## src/common/config_pin_pkg.sv

```systemverilog
package config_pin_pkg;
  // clock rate and wait timing
  localparam int CLK_MHZ = 40;
  localparam int CLK_PERIOD_NS = 25;
  localparam int WAIT_MIN_US = 30;
  localparam int WAIT_MAX_US = 300;
  // least wait rounds up: 30 us at 40 MHz
  localparam int WAIT_MIN_CYC = (WAIT_MIN_US * 1000 + CLK_PERIOD_NS - 1)
                                / CLK_PERIOD_NS;
  localparam int WAIT_MAX_CYC = (WAIT_MAX_US * 1000) / CLK_PERIOD_NS;
  localparam int WAIT_CNT_W = 14;
  // clear pass length in cycles
  localparam int CLEAR_CYC = 64;
  localparam int CLEAR_CNT_W = 7;
  // prom address layout
  localparam int ADDR_W = 18;
  localparam logic [17:0] ADDR_UP_START = 18'h00000;
  localparam logic [17:0] ADDR_DOWN_START = 18'h3FFFF;
  // mode codes, mode pin 2 down to mode pin 0
  localparam logic [2:0] MODE_MASTER_SERIAL = 3'h0;
  localparam logic [2:0] MODE_SLAVE_SERIAL = 3'h7;
  localparam logic [2:0] MODE_PAR_UP = 3'h4;
  localparam logic [2:0] MODE_PAR_DOWN = 3'h6;
  localparam logic [2:0] MODE_PERIPH_SYNC = 3'h3;
  localparam logic [2:0] MODE_PERIPH_ASYNC = 3'h5;
  // prom read clock divider: one byte fetch per period
  localparam int RCLK_DIV = 8;
  localparam int RCLK_DIV_W = 3;

  typedef enum logic [2:0] {
    ST_CLEAR, ST_WAIT, ST_SAMPLE, ST_LOAD, ST_ACTIVE
  } cfg_state_e;

  function automatic logic is_master(input logic [2:0] code);
    is_master = (code == MODE_MASTER_SERIAL) || (code == MODE_PAR_UP) ||
                (code == MODE_PAR_DOWN);
  endfunction
endpackage

```

## src/rtl/config_pin_sequencer.sv

```systemverilog
// Contract
// [RL1] read clock rises before each address change
// [RL2] sample mode pins after init rises
// [RL3] mode pins become plain user pins
// [RL4] high_during_config high until I/O active
// [RL5] low_during_config_n low until I/O active
// [RL6] init held low during clear
// [RL7] external init low holds wait state
// [RL8] master modes wait extra 30-300 us
// [RL9] init low flags data error
// [RL10] init released to user after activation
// [RL11] tdo is test out or user output
// [RL12] no scan element: scan pins user
// [RL13] reconfig low clears; then one more clear
// [RL14] done output; held low delays activation
// [RL15] three-bit code selects mode
// [RL16] clear, wait, sample, load, active
`timescale 1ns/1ps
`default_nettype none
module config_pin_sequencer (
  // clock and reset (reset is the reconfiguration request)
  input wire logic clk,
  input wire logic arst_n,
  // mode select pins
  input wire logic [2:0] mode_select_pins_in,
  output logic mode_select_pins_mid_out,
  output logic mode_select_pins_mid_oe,
  // open-drain init line
  input wire logic init_in,
  output logic init_out,
  output logic init_oe,
  // open-drain done line
  input wire logic done_in,
  output logic done_out,
  output logic done_oe,
  // configuration status outputs
  output logic high_during_config,
  output logic low_during_config_n,
  // prom interface
  output logic [config_pin_pkg::ADDR_W-1:0] prom_addr,
  output logic prom_read_clk,
  // loader events
  input wire logic load_complete,
  input wire logic data_error,
  input wire logic done_wait_en,
  // boundary scan
  input wire logic boundary_scan_element,
  input wire logic scan_tdo,
  output logic tdo_out,
  output logic tdo_oe,
  output logic scan_enable,
  // user logic side after activation
  input wire logic user_mid_out,
  input wire logic user_mid_oe,
  input wire logic user_tdo_out,
  input wire logic user_tdo_oe,
  input wire logic user_init_out,
  input wire logic user_init_oe,
  output logic user_io_active,
  output logic [2:0] mode_code,
  output logic fetch_strobe
);
  import config_pin_pkg::*;

  typedef struct packed {
    cfg_state_e state;
    logic second_pass;
    logic [CLEAR_CNT_W-1:0] clr_cnt;
    logic [WAIT_CNT_W-1:0] wait_cnt;
    logic init_low;
    logic [2:0] mode;
    logic err;
    logic cfg_hi;
    logic cfg_lo_n;
    logic done_drv;
    logic active;
    logic mid_out;
    logic mid_oe;
    logic tdo_out;
    logic tdo_oe;
    logic init_o;
    logic init_e;
    logic scan_en;
  } seq_s;

  seq_s st_reg, st_next;
  logic ag_start, ag_run, ag_fetch;
  logic [ADDR_W-1:0] ag_addr;
  logic ag_rclk;

  assign ag_start = (st_reg.state == ST_SAMPLE);
  assign ag_run = (st_reg.state == ST_LOAD) &&
                  (st_reg.mode == MODE_PAR_UP || st_reg.mode == MODE_PAR_DOWN);

  prom_addr_gen u_addr (
    .clk(clk),
    .arst_n(arst_n),
    .start(ag_start),
    .run(ag_run),
    .down(st_reg.mode == MODE_PAR_DOWN),
    .addr(ag_addr),
    .read_clk(ag_rclk),
    .fetch(ag_fetch)
  );

  // sequencer; status only moves on state transitions
  always_comb begin
    st_next = st_reg;
    st_next.mid_oe = 1'b0;
    st_next.tdo_out = scan_tdo;
    st_next.tdo_oe = 1'b0;
    case (st_reg.state)
      ST_CLEAR: begin
        st_next.clr_cnt = st_reg.clr_cnt + 7'h01;
        if (st_reg.clr_cnt == 7'(CLEAR_CYC - 1)) begin
          st_next.clr_cnt = '0;
          // reset release starts the first full pass, one more full pass follows [RL13]
          if (st_reg.second_pass) begin
            st_next.state = ST_WAIT; // [RL16]
            st_next.init_low = 1'b0; // release init [RL13]
          end else begin
            st_next.second_pass = 1'b1;
          end
        end
      end
      ST_WAIT: begin
        // outside party holding init low keeps us here [RL7]
        if (init_in) begin
          st_next.state = ST_SAMPLE; // [RL16]
          st_next.mode = mode_select_pins_in; // [RL2] [RL15]
          st_next.wait_cnt = '0;
        end
      end
      ST_SAMPLE: begin
        // master modes hold off the extra minimum wait [RL8]
        st_next.wait_cnt = st_reg.wait_cnt + 14'h0001;
        if (!init_in) begin
          st_next.state = ST_WAIT; // [RL7]
        end else if (!is_master(st_reg.mode) ||
                     st_reg.wait_cnt >= 14'(WAIT_MIN_CYC - 1)) begin
          st_next.state = ST_LOAD; // [RL8] [RL16]
        end
      end
      ST_LOAD: begin
        if (data_error) begin
          st_next.err = 1'b1;
          st_next.init_low = 1'b1; // [RL9]
        end else if (load_complete && !st_reg.err) begin
          st_next.done_drv = 1'b0; // release done [RL14]
        end
        // done stays released, so a pulse is enough to wait on done_in
        if (!st_reg.err && !data_error &&
            (load_complete || !st_reg.done_drv) &&
            (!done_wait_en || done_in)) begin
          st_next.state = ST_ACTIVE; // [RL14] [RL16]
          st_next.active = 1'b1;
          st_next.cfg_hi = 1'b0; // [RL4]
          st_next.cfg_lo_n = 1'b1; // [RL5]
          st_next.scan_en = boundary_scan_element; // [RL12]
        end
      end
      ST_ACTIVE: begin
        // pins hand over to user logic, registered one cycle behind user terms [RL3]
        st_next.mid_out = user_mid_out; // [RL3]
        st_next.mid_oe = user_mid_oe; // [RL3]
        st_next.init_o = user_init_out; // [RL10]
        st_next.init_e = user_init_oe; // [RL10]
        if (!st_reg.scan_en) begin
          st_next.tdo_out = user_tdo_out; // [RL11]
          st_next.tdo_oe = user_tdo_oe; // [RL11]
        end else begin
          st_next.tdo_oe = 1'b1; // [RL11]
        end
      end
      default: begin
        st_next.state = ST_CLEAR;
      end
    endcase
    if (st_reg.state != ST_ACTIVE) begin
      // configuration role: open-drain drive low only [RL6] [RL9]
      st_next.init_o = 1'b0;
      st_next.init_e = st_next.init_low;
    end
  end

  // reset is the reconfiguration request: clear with init low
  always_ff @(posedge clk or negedge arst_n) begin
    if (!arst_n) begin
      st_reg <= '0;
      st_reg.state <= ST_CLEAR;
      st_reg.init_low <= 1'b1; // [RL6]
      st_reg.init_e <= 1'b1; // [RL6]
      st_reg.cfg_hi <= 1'b1; // [RL4]
      st_reg.cfg_lo_n <= 1'b0; // [RL5]
      st_reg.done_drv <= 1'b1; // [RL14]
      st_reg.scan_en <= 1'b1;
    end else begin
      st_reg <= st_next;
    end
  end

  assign mode_select_pins_mid_out = st_reg.mid_out;
  assign mode_select_pins_mid_oe = st_reg.mid_oe;
  assign init_out = st_reg.init_o;
  assign init_oe = st_reg.init_e;
  // done is open-drain: low until configured, then released
  assign done_out = 1'b0;
  assign done_oe = st_reg.done_drv;
  assign high_during_config = st_reg.cfg_hi;
  assign low_during_config_n = st_reg.cfg_lo_n;
  assign prom_addr = ag_addr;
  assign prom_read_clk = ag_rclk;
  assign tdo_out = st_reg.tdo_out;
  assign tdo_oe = st_reg.tdo_oe;
  assign scan_enable = st_reg.scan_en;
  assign user_io_active = st_reg.active;
  assign mode_code = st_reg.mode;
  assign fetch_strobe = ag_fetch;
endmodule // config_pin_sequencer
`default_nettype wire

```

## src/rtl/prom_addr_gen.sv

```systemverilog
`timescale 1ns/1ps
`default_nettype none
module prom_addr_gen (
  // clock and reset
  input wire logic clk,
  input wire logic arst_n,
  // control
  input wire logic start,
  input wire logic run,
  input wire logic down,
  // prom side
  output logic [config_pin_pkg::ADDR_W-1:0] addr,
  output logic read_clk,
  output logic fetch
);
  import config_pin_pkg::*;

  typedef struct packed {
    logic [ADDR_W-1:0] addr;
    logic [RCLK_DIV_W-1:0] div;
    logic read_clk;
    logic fetch;
  } ag_s;

  ag_s st_reg, st_next;

  // read clock rises at div==0, address moves half a period later
  always_comb begin
    st_next = st_reg;
    st_next.fetch = 1'b0;
    if (start) begin
      st_next.addr = down ? ADDR_DOWN_START : ADDR_UP_START;
      st_next.div = '0;
      st_next.read_clk = 1'b0;
    end else if (run) begin
      st_next.div = st_reg.div + 3'h1;
      if (st_reg.div == 3'h0) begin
        st_next.read_clk = 1'b1; // [RL1]
        st_next.fetch = 1'b1;
      end
      if (st_reg.div == 3'(RCLK_DIV / 2)) begin
        st_next.read_clk = 1'b0;
        // change only after the rising edge above [RL1]
        st_next.addr = down ? st_reg.addr - 18'h00001
                            : st_reg.addr + 18'h00001;
      end
    end
  end

  always_ff @(posedge clk or negedge arst_n) begin
    if (!arst_n) begin
      st_reg <= '0;
    end else begin
      st_reg <= st_next;
    end
  end

  assign addr = st_reg.addr;
  assign read_clk = st_reg.read_clk;
  assign fetch = st_reg.fetch;
endmodule // prom_addr_gen
`default_nettype wire

```

## config.mk

```make
export PLATFORM = sky130hd
export DESIGN_NAME = config_pin_sequencer
export DESIGN_NICKNAME = d
export VERILOG_FILES = /design/src/common/config_pin_pkg.sv /design/src/rtl/config_pin_sequencer.sv /design/src/rtl/prom_addr_gen.sv
export SDC_FILE = /design/constraint.sdc
export NUM_CORES = 1
export LEC_CHECK = 0
export ABC_CLOCK_PERIOD_IN_PS = 5040
export BUFFER_PORTS_ARGS = -buffer_cell sky130_fd_sc_hd__clkbuf_2
export CORE_AREA = 4 4 123 66
export DETAILED_ROUTE_END_ITERATION = 12
export DIE_AREA = 0 0 127 70
export PLACE_DENSITY = 0.85
export SYNTH_ARGS = -nofsm -noshare
export SYNTH_HDL_FRONTEND = slang
export SYNTH_HIERARCHICAL = 1
export SYNTH_SLANG_ARGS = --single-unit
```

## constraint.sdc

```tcl
create_clock -name clk -period 5.04 [get_ports clk]
set_input_delay 0.504 -clock clk [delete_from_list [all_inputs] [get_ports clk]]
set_output_delay 0.504 -clock clk [all_outputs]
set_load 0.005 [all_outputs]
```

==> summary.txt, run 1 <==
Run status
  – Status: finished clean

Cells and area
  – N_diodes: 0
  – Final core utilization: 0.627
  – Layout area overhead: 12.0%
  – Final instance area: 4450 sq um
  – Max reg flops: 27
  – Register area: 1580 sq um
  – Non-Filler Instances: 544
  – Area of the multi-input gates: 2080 sq um
  – Share of cells above drive strength 1: 0.225
  – Fillcell total: 566
  – Nets: 482

Drt
  – Drt wl/cell: 16.9 um
  – Via density: 6.00
  – Number of remaining DRC errors: 0
  – TritonRoute pass-1 iters: 5
  – Vias: 3266
  – Antenna Nets Post-Route: 0
  – Total Routed Length: 9210 um
  – 1st-iter DRT viols: 291

Critical path
  – Crit Path Class: register to register
  – R2R depth: 12
  – CP endpoint kind: register
  – CP startpoint kind: register
  – Crit Path Max Fanout: 23
  – Critical Path AT: 3.21 ns
  – Crit path required time: 5.30 ns

Run
  – Max capacitance violation total: 0

Floorplan
  – Die width: 127 um
  – IO Pins: 53
  – Std cell rows: 22
  – Die Ht: 70 um
  – Starting Density: 0.560
  – Core area: 7100 sq um
  – Die area: 8890 sq um

Yosys
  – Syn_nets: 459
  – Ranking of synthesized cells by area: dfrtp_1, ha_1, o21ai_0, buf_4, dfstp_2
  – Synth unique cells: 66
  – Avg Synthesized Cell Area: 9.47 sq um
  – Post-synth EDFFs: 0
  – Synth top area share: 0.365
  – Top FF cell, synth: dfrtp_1
  – Register area share after synthesis: 0.398
  – Synth warn: 6
  – Synthesized area: 3980 sq um
  – Cells after synthesis: 420
  – Area leader, netlist: dfrtp_1
  – Seq cells post-synth: 63
  – Synth async-reset ratio: 1.00

Global routing
  – Overflow after GRT: 0
  – Vias in the first global route: 3059
  – Largest net degree at the start of global routing: 64
  – Initial antenna violation count: 0
  – First-pass GRT wire length: 15200 um
  – Total track usage: 0.212

Placement
  – Pre-CTS setup slack: 2.21 ns
  – Post-placement cell area: 4110 sq um
  – Detail Placement HPWL: 6390 um
  – Routability cong.: 0.886
  – Cells after DPL: 528
  – I/O Buffers: 51

Timing
  – Max Slew Vio Count: 0
  – Clock period minus worst slack: 2.94 ns
  – Worst relative slew slack: 0.345
  – RSZ-0062 raised after global routing: false
  – Worst Skew: 0.00549 ns
  – Fmax: 340 MHz
  – Min Hold Slack: 0.329 ns
  – Final setup fails: 0
  – Final cycle utilization of the critical path: 0.584
  – PnR worst setup slack: 2.10 ns
  – Final hold vios: 0
  – Worst Tran Pin Value: 0.983 ns
  – Total negative slack: 0 ns

Power
  – Internal Power: 0.997 mW
  – Power per cell area: 279 nW/um^2
  – Reg power frac: 0.408
  – Comb pwr share: 0.016
  – Peak supply drop: 180 uV
  – Sw Ratio: 0.197
  – Switching power: 0.245 mW
  – Part of the power in the clock network: 0.576
  – Tot Pwr: 1.24 mW
  – Leak pwr: 2.11 nW

Worst hold path
  – Worst Hold Class: input pin to asynchronous set/reset pin

Clock tree
  – Sink Count: 63
  – Cts hold-fix bufs: 0
  – Skew-Pair Late Insertion Delay: 0.32 ns
  – Cts repair resizes: 0
  – CTS tree: yes
  – Clock Pin Slew Worst Setup and Hold Paths: 0.06 ns
  – TritonCTS Buffers: 9
  – # Post-CTS Setup Buffers: 0
  – Clock buffer depth: 2
  – Root Buffer: clkbuf_16
  – CTS H-tree lvls: 3
## placed cells by master, fill, tap and decap left out, types with 4 or more instances in the layout
cell type | Yosys | layout
dfrtp_1 | 58 | 58
clkbuf_2 | 0 | 51
o21ai_0 | 37 | 37
nand2_1 | 33 | 33
nor2_1 | 28 | 28
a21oi_1 | 24 | 24
ha_1 | 20 | 20
a31oi_1 | 16 | 16
inv_1 | 12 | 12
o21a_1 | 11 | 11
nand4_1 | 9 | 9
clkbuf_16 | 0 | 9
xor2_1 | 9 | 9
and3_1 | 8 | 8
xnor2_1 | 8 | 8
a21o_1 | 7 | 7
nand3_1 | 6 | 6
mux2_2 | 6 | 6
nand2b_1 | 6 | 6
nor3_1 | 6 | 6
and4_1 | 5 | 5
dfstp_2 | 5 | 5
and2_1 | 4 | 4
mux2i_1 | 4 | 4
## final cells by class
type / count / share of cell area
Multi-Input combinational cell: 303 / 0.468
Sequential cell: 63 / 0.355
Timing Repair Buffer: 53 / 0.0607
Clock buffer: 9 / 0.0506
Clock inverter: 7 / 0.0273
Tap cell: 96 / 0.0270
Inverter: 13 / 0.0110
## cells in the mapped netlist, types with 6 or more instances
cell,count
xnor2_1,8
nand2_1,33
buf_2,6
nand4_1,9
o21ai_0,37
nor2_1,28
nor3_1,6
and3_1,8
ha_1,20
buf_4,24
a21oi_1,24
dfrtp_1,58
nand3_1,6
mux2_2,6
clkbuf_1,8
o21a_1,11
a21o_1,7
a31oi_1,16
nand2b_1,6
inv_1,12
xor2_1,9
## critical path, cell delays in order, from the launching register on
cell	delay (ns)
dfrtp_1	0.39
inv_1	0.08
nor3b_2	0.18
buf_4	0.32
inv_1	0.17
fa_1	0.51
nor2b_4	0.14
o31a_1	0.24
a21oi_1	0.14
o21ai_0	0.25
nand2_1	0.12
nor4_1	0.20
a211o_1	0.15
## power by group through the flow
stage	combinational (mW)	sequential, mW	clock, mW
floorplan	0.00310	0.516	0
global placement	0.0210	0.516	0
detailed placement	0.0212	0.516	0
CTS	0.0212	0.507	0.727
global route	0.0238	0.506	0.746
finish	0.0202	0.507	0.715
## kinds of logic after synthesis
family,Yosys count,share of synthesized area
AOI/OAI and AO/OA,128,0.217
and+or+nand+nor,126,0.172
DFF,63,0.398
buffers and inverters,54,0.0793
adders and majority gates,21,0.0679
xor gates and xnor gates,17,0.0374
muxes,10,0.0271
other,1,0.000943
## worst paths after layout
kind,slack [ns],end,from
worst min-delay path,0.33,u_addr/addr[11],arst_n
worst max register to register,2.10,u_addr/addr[14],mode_code[1]
worst min register to register,0.45,st_reg[11],st_reg[11]
worst max-delay path,2.10,u_addr/addr[14],mode_code[1]
min in group clk,0.35,done_oe,load_complete
max in group asynchronous,4.18,st_reg[33],arst_n
## routing by layer
layer  wire, um  GRT usage  vias to the layer above
met5          0          0                        -
met4         99     0.0606                        0
met3        819     0.0596                       14
met2       3760      0.288                      172
met1       4530      0.324                     1523
li1           -          -                     1557
(Power assumes the default switching activity.)
==> run 2, diff against run 1 <==
ABC_CLOCK_PERIOD_IN_PS = 2940   (was 5040)
clock period = 2.94 ns   (was 5.04 ns; I/O delays follow)
==> run 2 against run 1 <==
Effect of this change:
- sequential power up 71%
- non-clock buffer count up 6
- count of clock-buffer cells in the layout up 3
- register-to-register slack worse by 1.9 ns
- core utilization about the same
- combinational power up 91%
- clock power up 41%
- via count up 3.2%
- critical endpoint is now u_addr/addr[10]
- largest cell class unchanged
==> summary.txt, run 2 (synthesized netlist as in run 1, its figures left out) <==
Timing
  – Worst Skew: 0.00623 ns (+0.000734 ns)
  – Final setup fails: 0 (unchanged)
  – Fmax: 361 MHz (+6.2%)
  – Final hold vios: 0 (unchanged)
  – RSZ-0062 raised after global routing: false
  – Final cycle utilization of the critical path: 0.943 (+0.359)
  – Worst Tran Pin Value: 0.603 ns (-0.380 ns)
  – Total negative slack: 0 ns (unchanged)
  – Clock period minus worst slack: 2.77 ns (-0.172 ns)
  – Max Slew Vio Count: 0 (unchanged)
  – Worst relative slew slack: 0.596 (+0.251)

Clock tree
  – Root Buffer: clkbuf_16
  – TritonCTS Buffers: 9 (unchanged)
  – # Post-CTS Setup Buffers: 0 (unchanged)
  – Skew-Pair Late Insertion Delay: 0.34 ns (+0.02 ns)
  – Sink Count: 63 (unchanged)
  – CTS tree: yes
  – CTS H-tree lvls: 3 (unchanged)
  – Clock buffer depth: 2 (unchanged)
  – Clock Pin Slew Worst Setup and Hold Paths: 0.05 ns (about the same)

Critical path
  – Crit path required time: 3.17 ns (-2.13 ns)
  – Worst path slowest cell: fa_1
  – Worst path max stage delay: 0.52 ns (about the same)
  – Most frequent CP cell: o21ai_1
  – CP endpoint kind: register
  – R2R depth: 11 (-1)
  – Crit Path Max Fanout: 18 (-22%)
  – Cell Chain, Critical Path: nor3b_4, buf_4, inv_1, fa_1, nor2b_4, o31a_1, a211oi_2, o21ai_1, xnor2_1, o21ai_1, o21a_1
  – CP startpoint kind: register
  – Crit Path Class: register to register
  – Critical Path AT: 3.00 ns (-0.21 ns)

Floorplan
  – Die Ht: 70 um (unchanged)
  – Core area: 7100 sq um (unchanged)
  – Die width: 127 um (unchanged)
  – Starting Density: 0.560 (unchanged)
  – IO Pins: 53 (unchanged)
  – Die area: 8890 sq um (unchanged)
  – Std cell rows: 22 (unchanged)

Cells and area
  – Final core utilization: 0.627 (about the same)
  – Most common cell after layout, fill and taps aside: dfrtp_1
  – Fillcell total: 567 (+0.18%)
  – Most frequent cells in the layout: dfrtp_1, clkbuf_2, o21ai_0
  – Max reg flops: 27 (unchanged)
  – Nets: 488 (+1.2%)
  – Final instance area: 4450 sq um (about the same)
  – N_diodes: 0 (unchanged)
  – Share of cells above drive strength 1: 0.233 (+0.00803)
  – Layout area overhead: 12.0% (about the same)

Global routing
  – Initial antenna violation count: 0 (unchanged)
  – Overflow after GRT: 0 (unchanged)
  – Largest net degree at the start of global routing: 28 (-56%)
  – Total track usage: 0.233 (+0.0215)
  – Vias in the first global route: 3214 (+5.1%)
  – First-pass GRT wire length: 16500 um (+8.3%)

Drt
  – Vias: 3371 (+3.2%)
  – Drt wl/cell: 17.8 um (+5.1%)
  – Total Routed Length: 9790 um (+6.3%)
  – TritonRoute pass-1 iters: 5 (unchanged)
  – Via density: 6.13 (+2.1%)
  – Antenna Nets Post-Route: 0 (unchanged)
  – Number of remaining DRC errors: 0 (unchanged)
  – 1st-iter DRT viols: 320 (+10%)

Placement
  – Detail Placement HPWL: 7000 um (+9.6%)
  – I/O Buffers: 51 (unchanged)
  – Routability cong.: 0.954 (+7.6%)
  – Post-placement cell area: 4150 sq um (+1.1%)

Power
  – Peak supply drop: 281 uV (+56%)
  – Leak pwr: 2.11 nW (+0.14%)
  – Power per cell area: 431 nW/um^2 (+55%)
  – Tot Pwr: 1.92 mW (+55%)

Run status
  – Status: finished clean

Run
  – Max capacitance violation total: 0 (unchanged)

Worst hold path
  – Worst Hold Class: input pin to register
  – Hold Path Cell Cnt: 2
run 2: cell count changes in the layout (fill, tap and decap cells not counted):
cell	before	now
buf_4	2	7
bufinv_16	3	0
clkbuf_1	0	1
clkbuf_8	0	2
dlygate4sd3_1	0	1
nor3b_2	1	0
nor3b_4	0	1
nor4_1	2	1
nor4_2	0	1
run 2: metal layers:
layer / wire length (um) / GRT usage / vias to the layer above / share of wire
li1: - / - / 1566 / -
met1: 4530 / 0.330 / 1637 / 0.46
met2: 4370 / 0.346 / 147 / 0.45
met3: 735 / 0.0695 / 21 / 0.075
met4: 157 / 0.0702 / 0 / 0.016
met5: 0 / 0 / - / 0
run 2: final timing paths:
path,slack (ns),startpoint,to
max reg2reg,0.17,mode_code[0],u_addr/addr[10]
max,0.17,mode_code[0],u_addr/addr[10]
max in group asynchronous,1.86,arst_n,done_oe
min in group asynchronous,0.37,arst_n,u_addr/addr[4]
min,0.15,load_complete,done_oe
min reg2reg,0.47,done_oe,done_oe
run 2: cell type report:
cell class / instances / area, sq um / share of cell area
clock buffers: 12 / 256 / 0.0576
clock inverters: 4 / 31.3 / 0.00702
inverters: 13 / 48.8 / 0.0110
multi-input cells: 303 / 2100 / 0.471
flip-flops and latches: 63 / 1580 / 0.355
well taps: 96 / 120 / 0.0270
repair buffers: 59 / 318 / 0.0713
run 2: report_power, final:
part / internal, mW / total [mW] / switching (mW)
Clock: 0.617 / 1.01 / 0.397
Combinational: 0.0135 / 0.0385 / 0.0251
Sequential: 0.869 / 0.869 / 0.000183
run 2: critical path: cells and delay by family, from the launching register on:
| family | cells | cell delay, ns |
|---|---|---|
| XOR/XNOR | 1 | 0.16 |
| AND/OR/NAND/NOR | 2 | 0.34 |
| buffers and inverters | 2 | 0.42 |
| AO/OA/AOI/OAI | 5 | 0.80 |
| adder cells (fa/ha/maj) | 1 | 0.52 |
| flip-flops | 1 | 0.44 |
run 2: through the flow:
step,hold slack [ns],instances,setup WS (ns)
6_report,0.148,550,0.168
5_1_grt,0.148,550,0.0377
4_1_cts,0.128,550,0.200
3_5_place_dp,0.208,533,0.247
3_3_place_gp,0.205,533,0.345
2_1_floorplan,-0.00159,420,0.209
run 2: repair_timing:
action | CTS | global route
setup endpoints to repair | 0 | 1
hold endpoints to repair | 9 | 0
resized for setup | 0 | 1
hold buffers | 1 | 0
==> run 3, diff against run 2 <==
CAP_MARGIN = 5   (was not set)
PLACE_DENSITY = 0.88   (was 0.85)
==> run 3 against run 2 <==
Effect of this change:
- core utilization grew 0.14 points
- highest routed layer unchanged
- combinational power down 7.8%
- sequential share of layout area shrank 0.080 points
- register-to-register slack improved by 0.05 ns
- global-route usage shrank 0.68 points
- critical path type unchanged
==> summary.txt, run 3 (synthesized netlist as in run 1, its figures left out) <==
Run status
  – Status: finished clean

Clock tree
  – Sink Count: 63 (unchanged)
  – Cts hold-fix bufs: 0 (-1)
  – Cts repair resizes: 0 (unchanged)
  – # Post-CTS Setup Buffers: 0 (unchanged)
  – Skew-Pair Late Insertion Delay: 0.33 ns (about the same)
  – Clock buffer depth: 2 (unchanged)
  – TritonCTS Buffers: 9 (unchanged)
  – CTS tree: yes
  – Root Buffer: clkbuf_16
  – CTS H-tree lvls: 3 (unchanged)
  – Clock Pin Slew Worst Setup and Hold Paths: 0.06 ns (about the same)

Placement
  – Detail Placement HPWL: 6680 um (-4.6%)
  – I/O Buffers: 51 (unchanged)
  – Cells after DPL: 531 (-0.38%)
  – Routability cong.: 0.899 (-5.8%)

Power
  – Internal Power: 1.59 mW (+6.0%)
  – Sw Ratio: 0.212 (-0.00712)
  – Comb pwr share: 0.018 (-0.002)
  – Part of the power in the clock network: 0.552 (+0.024)
  – Reg power frac: 0.430 (-0.022)
  – Leak pwr: 2.12 nW (+0.47%)
  – Tot Pwr: 2.02 mW (+5.1%)
  – Peak supply drop: 349 uV (+24%)
  – Power per cell area: 452 nW/um^2 (+4.8%)
  – Switching power: 0.429 mW (+1.7%)

Cells and area
  – Share of cells above drive strength 1: 0.231 (-0.00288)
  – Most common cell after layout, fill and taps aside: dfrtp_1
  – Layout area overhead: 12.2%
  – Non-Filler Instances: 547 (-0.55%)
  – Final core utilization: 0.629 (+0.00141)
  – N_diodes: 0 (unchanged)
  – Max reg flops: 27 (unchanged)
  – Nets: 485 (-0.61%)
  – Most frequent cells in the layout: dfrtp_1, clkbuf_2, o21ai_0

Timing
  – Final setup fails: 0 (unchanged)
  – Final hold vios: 0 (unchanged)
  – Worst relative slew slack: 0.464 (-0.132)
  – RSZ-0062 raised after global routing: false
  – Worst Tran Pin Value: 0.804 ns (+0.201 ns)
  – Max Slew Vio Count: 0 (unchanged)
  – Fmax: 367 MHz (+1.8%)
  – Final cycle utilization of the critical path: 0.926 (-0.0171)
  – Worst Skew: 0.00928 ns (+0.00306 ns)
  – Clock period minus worst slack: 2.72 ns (-0.0503 ns)
  – Total negative slack: 0 ns (unchanged)

Global routing
  – Initial antenna violation count: 0 (unchanged)
  – Total track usage: 0.227 (-0.00681)
  – Vias in the first global route: 3153 (-1.9%)
  – Overflow after GRT: 0 (unchanged)
  – First-pass GRT wire length: 16200 um (-2.1%)
  – Largest net degree at the start of global routing: 64 (+130%)

Drt
  – 1st-iter DRT viols: 429 (+34%)
  – Via density: 6.19 (+0.97%)
  – Drt wl/cell: 17.4 um (-2.2%)
  – TritonRoute pass-1 iters: 7 (+2)
  – Total Routed Length: 9520 um (-2.8%)
  – Antenna Nets Post-Route: 0 (unchanged)
  – Vias: 3385 (+0.42%)
  – Number of remaining DRC errors: 0 (unchanged)

Critical path
  – CP startpoint kind: register
  – Crit path required time: 3.21 ns (+0.04 ns)
  – Reg-to-Reg Start: mode_code[0]
  – Crit path from: mode_code[0]
  – Crit Path Max Fanout: 23 (+5)
  – R2R depth: 10 (-1)
  – Critical Path AT: 2.99 ns (about the same)
  – Critical R2R Capture: u_addr/addr[11]
  – Crit Path Class: register to register
  – Worst Setup EP: u_addr/addr[11]
  – Setup slack, reg-to-reg: 0.22 ns (+0.05 ns)
  – CP endpoint kind: register

Floorplan
  – Starting Density: 0.560 (unchanged)
  – Die width: 127 um (unchanged)
  – Die area: 8890 sq um (unchanged)
  – IO Pins: 53 (unchanged)
  – Std cell rows: 22 (unchanged)
  – Die Ht: 70 um (unchanged)
  – Core area: 7100 sq um (unchanged)

Worst hold path
  – Worst Hold Class: input pin to asynchronous set/reset pin

Run
  – Max capacitance violation total: 0 (unchanged)
==> run 3: final cells by class <==
class                      instances  area, sq um
multi-input combinational        303         2090
fill                             553         2640
sequential                        63         1580
clock buffer                      11          253
inverter                          13         48.8
timing repair buffer              56          305
tap                               96          120
clock inverter                     5         63.8
==> run 3: power by group through the flow <==
stage / clock network, mW / registers, mW / logic (mW)
finish: 1.11 / 0.869 / 0.0355
global route: 1.18 / 0.868 / 0.0418
CTS: 1.13 / 0.869 / 0.0370
detailed placement: 0 / 0.884 / 0.0369
global placement: 0 / 0.884 / 0.0358
floorplan: 0 / 0.884 / 0.00531
==> run 3: worst max-delay path: stages (launching register included) <==
cell      delay (ns)
dfrtp_1         0.43
nor3b_4         0.25
buf_12          0.20
ha_1            0.32
a211oi_2        0.32
o221ai_2        0.18
a31oi_1         0.31
o21ai_1         0.15
xnor2_1         0.15
o21ai_0         0.19
o21a_1          0.15
==> run 3: worst min path at each step <==
stage	end	slack [ns]	cells after the start	from
after floorplan	init_out	-0.002	0	arst_n
after global placement	done_oe	0.44	2	done_oe
after detailed placement	done_oe	0.46	2	done_oe
after CTS	done_oe	0.11	2	load_complete
after global routing	done_oe	0.13	2	load_complete
final	u_addr/addr[10]	0.12	2	arst_n
==> run 3: routing by layer <==
| layer | track usage | part of all wire | vias to the layer above | routed length [um] |
|---|---|---|---|---|
| li1 | - | - | 1562 | - |
| met1 | 0.330 | 0.46 | 1621 | 4380 |
| met2 | 0.321 | 0.44 | 183 | 4190 |
| met3 | 0.0688 | 0.083 | 19 | 786 |
| met4 | 0.0713 | 0.017 | 0 | 160 |
| met5 | 0 | 0 | - | 0 |
==> run 3: through the flow <==
stage | setup slack (ns) | hold WS, ns | area (sq um)
6_report | 0.218 | 0.121 | 4460
5_1_grt | 0.0349 | 0.126 | 4460
4_1_cts | 0.256 | 0.114 | 4460
3_5_place_dp | 0.300 | 0.457 | 4150
3_3_place_gp | 0.368 | 0.438 | 4150
2_1_floorplan | 0.209 | -0.00159 | 3990
